`src/design/i2cm_pkg.sv`:
```
package i2cm_pkg;

	localparam int          CLK_PERIOD_NS = 10;
	localparam int          SCL_PERIOD_NS = 10000;
	localparam int          QUARTER_CYC   = SCL_PERIOD_NS / (4 * CLK_PERIOD_NS);
	localparam int          CNT_W         = 12;
	localparam logic [3:0]  ACK_BIT       = 4'h8;

	typedef enum logic [3:0] {
		ST_IDLE      = 4'h0,
		ST_START     = 4'h1,
		ST_LOW       = 4'h2,
		ST_RISE      = 4'h3,
		ST_HIGH      = 4'h4,
		ST_HOLD      = 4'h5,
		ST_STOP_LOW  = 4'h6,
		ST_STOP_RISE = 4'h7,
		ST_STOP_HIGH = 4'h8,
		ST_RS_LOW    = 4'h9,
		ST_RS_RISE   = 4'hA
	} i2cm_state_t;

	typedef struct packed {
		logic       start;
		logic       stop;
		logic       read;
		logic       ack;
		logic [7:0] data;
	} i2cm_cmd_t;

	typedef struct packed {
		logic [7:0] data;
		logic       ack;
		logic       arb_lost;
	} i2cm_rsp_t;

endpackage

```
`src/design/i2cm_master.sv`:
```
`timescale 1ns/10ps
`default_nettype none

module i2cm_master #(
	parameter int QUARTER = i2cm_pkg::QUARTER_CYC
) (
	input  wire logic              core_clk,
	input  wire logic              rst,
	input  wire logic              cmd_valid,
	output var  logic              cmd_ready,
	input  wire i2cm_pkg::i2cm_cmd_t cmd,
	output var  logic              rsp_valid,
	output var  i2cm_pkg::i2cm_rsp_t rsp,
	output var  logic              bus_busy,
	input  wire logic              scl_i,
	output var  logic              scl_o,
	output var  logic              scl_oe_n,
	input  wire logic              sda_i,
	output var  logic              sda_o,
	output var  logic              sda_oe_n
);

	localparam int CW = i2cm_pkg::CNT_W;
	localparam logic [CW-1:0] Q_M1    = CW'(QUARTER - 1);
	localparam logic [CW-1:0] HALF_M1 = CW'(2 * QUARTER - 1);

	////////////////////////////////////////////////////////////////////////
	// Pin synchronisers and bus condition monitor

	logic scl_m_r;
	logic sda_m_r;
	logic scl_s_r;
	logic sda_s_r;
	logic scl_q_r;
	logic sda_q_r;
	logic low_seen_r;
	logic busy_r;

	always_ff @(posedge core_clk)
	begin
		if (rst)
		begin
			scl_m_r <= 1'h1;
			sda_m_r <= 1'h1;
			scl_s_r <= 1'h1;
			sda_s_r <= 1'h1;
			scl_q_r <= 1'h1;
			sda_q_r <= 1'h1;
		end
		else
		begin
			scl_m_r <= scl_i;
			sda_m_r <= sda_i;
			scl_s_r <= scl_m_r;
			sda_s_r <= sda_m_r;
			scl_q_r <= scl_s_r;
			sda_q_r <= sda_s_r;
		end
	end

	wire scl_hi    = scl_s_r & scl_q_r;
	wire start_det = scl_hi & sda_q_r & ~sda_s_r;
	// A glitch pair with SCL high never counts as Stop
	wire stop_det  = scl_hi & ~sda_q_r & sda_s_r & low_seen_r;
	wire busy_nxt  = start_det | (busy_r & ~stop_det);
	wire low_nxt   = ~start_det & (low_seen_r | ~scl_s_r);

	always_ff @(posedge core_clk)
	begin
		if (rst)
		begin
			busy_r     <= 1'h0;
			low_seen_r <= 1'h0;
		end
		else
		begin
			busy_r     <= busy_nxt;
			low_seen_r <= low_nxt;
		end
	end

	////////////////////////////////////////////////////////////////////////
	// Transfer engine

	i2cm_pkg::i2cm_state_t state_r;
	i2cm_pkg::i2cm_state_t state_nxt;
	logic [CW-1:0]         cnt_r;
	logic [CW-1:0]         cnt_nxt;
	logic [3:0]            bit_r;
	logic [3:0]            bit_nxt;
	logic [7:0]            data_r;
	logic [7:0]            data_nxt;
	logic                  rd_r;
	logic                  ack_out_r;
	logic                  stop_r;
	logic                  scl_oe_n_r;
	logic                  scl_n;
	logic                  sda_oe_n_r;
	logic                  sda_n;
	logic                  ready_r;
	logic                  rsp_valid_r;
	logic                  rsp_v;
	i2cm_pkg::i2cm_rsp_t   rsp_r;
	i2cm_pkg::i2cm_rsp_t   rsp_n;

	wire take      = cmd_valid & ready_r;
	wire is_ack    = (bit_r == i2cm_pkg::ACK_BIT);
	// Acknowledge slot: transmitter lets go, receiving master answers
	wire tx_bit    = is_ack ? (rd_r ? ~ack_out_r : 1'h1)
	                        : (rd_r ? 1'h1 : data_r[7]);
	wire we_drive  = is_ack ? rd_r : ~rd_r;
	wire arb_lost  = (state_r == i2cm_pkg::ST_RISE) & scl_s_r & we_drive
	               & sda_oe_n_r & ~sda_s_r;
	wire cnt_half  = (cnt_r == HALF_M1);
	wire cnt_qtr   = (cnt_r == Q_M1);
	wire ready_nxt = ((state_nxt == i2cm_pkg::ST_IDLE) & ~busy_nxt)
	               | (state_nxt == i2cm_pkg::ST_HOLD);

	always_comb
	begin
		state_nxt = state_r;
		cnt_nxt   = cnt_r + 1'b1;
		bit_nxt   = bit_r;
		data_nxt  = data_r;
		scl_n     = scl_oe_n_r;
		sda_n     = sda_oe_n_r;
		rsp_v     = 1'h0;
		rsp_n     = rsp_r;
		unique case (state_r)
		i2cm_pkg::ST_IDLE:
		begin
			cnt_nxt = '0;
			scl_n   = 1'h1;
			sda_n   = 1'h1;
			// Every message opens with a Start; the first byte's direction follows cmd.read
			if (take)
			begin
				state_nxt = i2cm_pkg::ST_START;
				sda_n     = 1'h0;
				data_nxt  = cmd.data;
			end
		end
		i2cm_pkg::ST_HOLD:
		begin
			cnt_nxt = '0;
			if (take)
			begin
				data_nxt  = cmd.data;
				bit_nxt   = '0;
				state_nxt = cmd.start ? i2cm_pkg::ST_RS_LOW
				                      : i2cm_pkg::ST_LOW;
			end
		end
		i2cm_pkg::ST_START:
		begin
			if (cnt_half)
			begin
				scl_n     = 1'h0;
				cnt_nxt   = '0;
				bit_nxt   = '0;
				state_nxt = i2cm_pkg::ST_LOW;
			end
		end
		i2cm_pkg::ST_LOW:
		begin
			if (cnt_qtr)
				sda_n = tx_bit;
			if (cnt_half)
			begin
				scl_n     = 1'h1;
				cnt_nxt   = '0;
				state_nxt = i2cm_pkg::ST_RISE;
			end
		end
		i2cm_pkg::ST_RISE:
		begin
			cnt_nxt = '0;
			// Released SCL may still be held by a stretching slave
			if (arb_lost)
			begin
				scl_n          = 1'h1;
				sda_n          = 1'h1;
				state_nxt      = i2cm_pkg::ST_IDLE;
				rsp_v          = 1'h1;
				rsp_n.arb_lost = 1'h1;
				rsp_n.ack      = 1'h0;
				rsp_n.data     = data_r;
			end
			else if (scl_s_r)
			begin
				state_nxt = i2cm_pkg::ST_HIGH;
				if (is_ack)
				begin
					rsp_n.ack      = ~sda_s_r;
					rsp_n.data     = data_r;
					rsp_n.arb_lost = 1'h0;
				end
				else
					data_nxt = {data_r[6:0], sda_s_r};
			end
		end
		i2cm_pkg::ST_HIGH:
		begin
			if (cnt_half)
			begin
				scl_n   = 1'h0;
				cnt_nxt = '0;
				if (is_ack)
				begin
					rsp_v     = 1'h1;
					state_nxt = stop_r ? i2cm_pkg::ST_STOP_LOW
					                   : i2cm_pkg::ST_HOLD;
				end
				else
				begin
					bit_nxt   = bit_r + 1'b1;
					state_nxt = i2cm_pkg::ST_LOW;
				end
			end
		end
		i2cm_pkg::ST_STOP_LOW:
		begin
			if (cnt_qtr)
				sda_n = 1'h0;
			if (cnt_half)
			begin
				scl_n     = 1'h1;
				cnt_nxt   = '0;
				state_nxt = i2cm_pkg::ST_STOP_RISE;
			end
		end
		i2cm_pkg::ST_STOP_RISE:
		begin
			cnt_nxt = '0;
			if (scl_s_r)
				state_nxt = i2cm_pkg::ST_STOP_HIGH;
		end
		i2cm_pkg::ST_STOP_HIGH:
		begin
			if (cnt_half)
			begin
				sda_n     = 1'h1;
				state_nxt = i2cm_pkg::ST_IDLE;
			end
		end
		i2cm_pkg::ST_RS_LOW:
		begin
			if (cnt_qtr)
				sda_n = 1'h1;
			if (cnt_half)
			begin
				scl_n     = 1'h1;
				cnt_nxt   = '0;
				state_nxt = i2cm_pkg::ST_RS_RISE;
			end
		end
		i2cm_pkg::ST_RS_RISE:
		begin
			cnt_nxt = scl_s_r ? cnt_r + 1'b1 : '0;
			if (cnt_half)
			begin
				sda_n     = 1'h0;
				cnt_nxt   = '0;
				state_nxt = i2cm_pkg::ST_START;
			end
		end
		default:
		begin
			scl_n     = 1'h1;
			sda_n     = 1'h1;
			state_nxt = i2cm_pkg::ST_IDLE;
		end
		endcase
	end

	always_ff @(posedge core_clk)
	begin
		if (rst)
		begin
			state_r     <= i2cm_pkg::ST_IDLE;
			cnt_r       <= '0;
			bit_r       <= '0;
			data_r      <= '0;
			scl_oe_n_r  <= 1'h1;
			sda_oe_n_r  <= 1'h1;
			ready_r     <= 1'h0;
			rsp_valid_r <= 1'h0;
			rsp_r       <= '0;
		end
		else
		begin
			state_r     <= state_nxt;
			cnt_r       <= cnt_nxt;
			bit_r       <= bit_nxt;
			data_r      <= data_nxt;
			scl_oe_n_r  <= scl_n;
			sda_oe_n_r  <= sda_n;
			ready_r     <= ready_nxt;
			rsp_valid_r <= rsp_v;
			rsp_r       <= rsp_n;
		end
	end

	always_ff @(posedge core_clk)
	begin
		if (rst)
		begin
			rd_r      <= 1'h0;
			ack_out_r <= 1'h0;
			stop_r    <= 1'h0;
		end
		else if (take)
		begin
			rd_r      <= cmd.read;
			ack_out_r <= cmd.ack;
			stop_r    <= cmd.stop;
		end
	end

	// Pins only ever pull low; release is done by the enable
	assign scl_o     = 1'h0;
	assign sda_o     = 1'h0;
	assign scl_oe_n  = scl_oe_n_r;
	assign sda_oe_n  = sda_oe_n_r;
	assign cmd_ready = ready_r;
	assign rsp_valid = rsp_valid_r;
	assign rsp       = rsp_r;
	assign bus_busy  = busy_r;
endmodule

`default_nettype wire

```
`config.mk`:
```
export PLATFORM = sky130hd
export DESIGN_NAME = i2cm_master
export DESIGN_NICKNAME = d
export VERILOG_FILES = /design/src/design/i2cm_pkg.sv /design/src/design/i2cm_master.sv
export SDC_FILE = /design/constraint.sdc
export NUM_CORES = 1
export LEC_CHECK = 0
export BUFFER_PORTS_ARGS = -buffer_cell sky130_fd_sc_hd__buf_2
export CAP_MARGIN = 0
export CORE_MARGIN = 2
export CORE_UTILIZATION = 24
export CTS_BUF_LIST = sky130_fd_sc_hd__clkbuf_4 sky130_fd_sc_hd__clkbuf_8 sky130_fd_sc_hd__clkbuf_16
export DETAILED_ROUTE_END_ITERATION = 16
export PLACE_DENSITY_LB_ADDON = 0.2
export RECOVER_POWER = 50
export SLEW_MARGIN = 20
export SYNTH_ARGS = -nofsm -noshare
export SYNTH_HDL_FRONTEND = slang
export SYNTH_SLANG_ARGS = --single-unit
```
`constraint.sdc`:
```
create_clock -name core_clk -period 5.6 [get_ports core_clk]
set_input_delay 0.84 -clock core_clk [delete_from_list [all_inputs] [get_ports core_clk]]
set_output_delay 0.84 -clock core_clk [all_outputs]
set_load 0.01 [all_outputs]
```
==> flow_metrics.env <==
export IMPL_regArea_um2=1060
export IMPL_drtIter0Drc=111
export IMPL_drv_cap=1
export IMPL_insertion_delay_ps=290
export IMPL_start_util_pct=24.5
export IMPL_fin_tns_setup_ps=0
export IMPL_p_per_area_nw_per_um2=263
export IMPL_htree_levels=2
export IMPL_worstRegToRegCells=6
export IMPL_pre_cts_ws_ps=2940
export IMPL_diodes=0
export IMPL_fin_skew_ps=7.90
export IMPL_routabilityCongestion=0.798
export IMPL_clk_path_buf_depth=2
export IMPL_track_usage_pct=10.4
export IMPL_avgSynthCellArea_um2=8.50
export IMPL_die_area_um2=12500
export IMPL_dr_pass1_iters=6
export IMPL_syn_inst=327
export IMPL_pwr_share_seq_pct=49.3
export IMPL_slew_headroom_pct=-26.4
export IMPL_cts_repair_resized=0
export IMPL_hold_buffers=0
export IMPL_arrival_ps=2920
export IMPL_drc=0
export IMPL_ir_worst_vdd_uv=168
export IMPL_wl_per_cell_um=13.2
export IMPL_num_vias=2317
export IMPL_totalWireLength_um=6430
export IMPL_n_fill_cell=1233
export IMPL_path_clk_slew_ps=70
export IMPL_synth_warning_count=0
export IMPL_num_rows=39
export IMPL_fp_dieH_um=112
export IMPL_finalWorstSetupSlack_ps=2880
export IMPL_grt_first_pass_wirelength_um=10700
export IMPL_synth_cell_area_um2=2780
export IMPL_post_route_period_util_pct=48.6
export IMPL_core_area_um2=11400
export IMPL_viasPerCell=4.77
export IMPL_cts_tree="yes"
export IMPL_switching_share_pct=23.4
export IMPL_power_frac_clock_pct=43.1
export IMPL_netSwitchingPower_uw=191
export IMPL_cts_root_buffer="clkbuf_16"
export IMPL_drv_slew=41
export IMPL_antenna_found_initial=0
export IMPL_worstHoldPathType="reg -> reg"
export IMPL_portBuffers=31
export IMPL_worstSetupStartpointType="flip-flop"
export IMPL_grt_max_degree=41
export IMPL_ys_ff_latch=53
export IMPL_max_freq_mhz=367
export IMPL_synth_cell_types=67
export IMPL_cts_setup_buffers=0
export IMPL_critPathCaptureType="flip-flop"
export IMPL_grt_ovfl_total=0
export IMPL_finalSetupViolations=0
export IMPL_power_frac_comb_pct=7.6
export IMPL_final_nets=363
export IMPL_path_class="reg -> reg"
export IMPL_worst_pin_slew_ps=1900
export IMPL_rsz0062_at_grt="no"
export IMPL_die_w_um=112
export IMPL_worstPathMaxFanout=25
export IMPL_area_growth_syn_to_layout_pct=12.1
export IMPL_total_leakage_power_uw=0.00106
export IMPL_numCtsBuffers=5
export IMPL_violations="max-capacitance violations, max-slew violations"
export IMPL_multi_input_area_um2=1550
export IMPL_required_ps=5800
export IMPL_ys_flop_type="dfxtp_1"
export IMPL_internal_power_uw=628
export IMPL_ys_seq_area_share_pct=38.2
export IMPL_status="finished, violations left"
export IMPL_async_flop_share_pct=0
export IMPL_ant_nets=0
export IMPL_place_hpwl_um=4600
export IMPL_synth_edff_count=0
export IMPL_finalHoldViolations=0
export IMPL_ios=34
export IMPL_hold_depth=1
export IMPL_drive_above_1_share_pct=15.2
export IMPL_cts_sinks=53
export IMPL_min_period_ps=2720
export IMPL_grt_pass1_vias=2197
## power groups by stage
stage                     Sequential (uW)  Clock, uW  Combinational (uW)
final                                 404        353                62.6
after global routing                  406        380                70.1
after CTS                             403        365                64.1
after detailed placement              412          0                63.8
after global placement                412          0                63.4
after floorplan                       406          0                53.6
## metrics by stage
step	total power (uW)	instances	instance area (um^2)	util, %	hold WS (ps)
global placement	476	478	2970	26.1	392
detailed placement	476	478	2970	26.1	396
global route	856	486	3120	27.4	421
CTS	832	486	3140	27.6	414
floorplan	459	328	2780	-	389
finish	819	486	3120	27.4	417
## layer usage
metal  wire (um)  global-route usage (%)
met4         117                    3.95
met3         157                    1.91
met5           0                       0
met1        3190                    14.1
met2        2960                    16.4
## cells in the final DEF (no fill, tap or decap), types with 2 or more instances in the layout
cell	netlist	final
clkbuf_16	0	5
or2_2	6	6
a21oi_1	25	25
mux2i_1	10	10
ha_1	4	4
o32ai_1	3	3
nor2_1	37	37
a21o_1	4	4
and4_1	2	2
a211oi_2	7	7
xor2_1	8	8
a211oi_1	2	2
nand4b_1	3	3
and3_1	2	2
nand3_1	16	16
nand4_1	3	3
o21ai_0	9	9
nor2b_1	7	7
buf_2	3	15
conb_1	1	2
nand2b_1	2	2
and2_1	5	5
xnor2_1	5	5
clkbuf_1	11	16
inv_1	5	5
o211ai_1	3	3
nand2_1	41	41
dfxtp_1	53	53
or2_1	2	2
a31oi_1	3	3
## final timing paths
| kind | start | to | slack [ps] |
|---|---|---|---|
| max | state_r[0] | data_r[2] | 2880 |
| min | sda_m_r | sda_s_r | 420 |
| max reg2reg | state_r[0] | data_r[2] | 2880 |
| min reg2reg | sda_m_r | sda_s_r | 420 |
## cell usage after synthesis (4+ instances only)
| library cell | instances | area share (%) |
|---|---|---|
| dfxtp_1 | 53 | 38 |
| nand3_1 | 16 | 2.9 |
| o21ai_0 | 9 | 1.6 |
| ha_1 | 4 | 1.8 |
| xnor2_1 | 5 | 1.6 |
| inv_1 | 5 | 0.68 |
| a21o_1 | 4 | 1.1 |
| buf_6 | 6 | 2.4 |
| a21oi_1 | 25 | 4.5 |
| mux2i_1 | 10 | 3.6 |
| xor2_1 | 8 | 2.5 |
| or2_2 | 6 | 1.4 |
| and2_1 | 5 | 1.1 |
| nand2_1 | 41 | 5.5 |
| nor2b_1 | 7 | 1.6 |
| clkbuf_1 | 11 | 1.5 |
| a211oi_2 | 7 | 3.2 |
| nor2_1 | 37 | 5.0 |
## cell type report
type,instances,area share [%]
multi-input cells,246,49.9
flip-flops and latches,53,34.0
well taps,143,5.74
repair buffers,31,4.34
clock buffers,5,4.01
clock inverters,3,1.41
inverters,5,0.602
## cell families (layout without fill, tap and decap cells)
group,Yosys count,after routing,share of synthesized area [%]
other cells,1,2,0.135
compound gates,68,68,17.1
fa+ha+maj,4,4,1.80
mux,12,12,4.50
flops,53,53,38.2
buf+inv,29,44,6.08
xor+xnor,13,13,4.10
simple gates,147,147,28.1
## critical path, cell delays in order, from the launching register on
cell and delay (ps):
dfxtp_1 830, and4bb_2 590, nand2_1 130, o22ai_1 190, and2_1 560, nor2_1 110
a211oi_2 210
## state kept, by name, indices dropped and copies added, names as in the netlist
register    cells
ack_out_r       1
bit_r           4
bus_busy        1
cmd_ready       1
cnt_r          12
data_r          8
low_seen_r      1
rd_r            1
rsp            10
rsp_valid       1
scl_m_r         1
scl_oe_n        1
scl_q_r         1
scl_s_r         1
sda_m_r         1
sda_oe_n        1
sda_q_r         1
sda_s_r         1
state_r         4
stop_r          1
(Power assumes the default switching activity.)
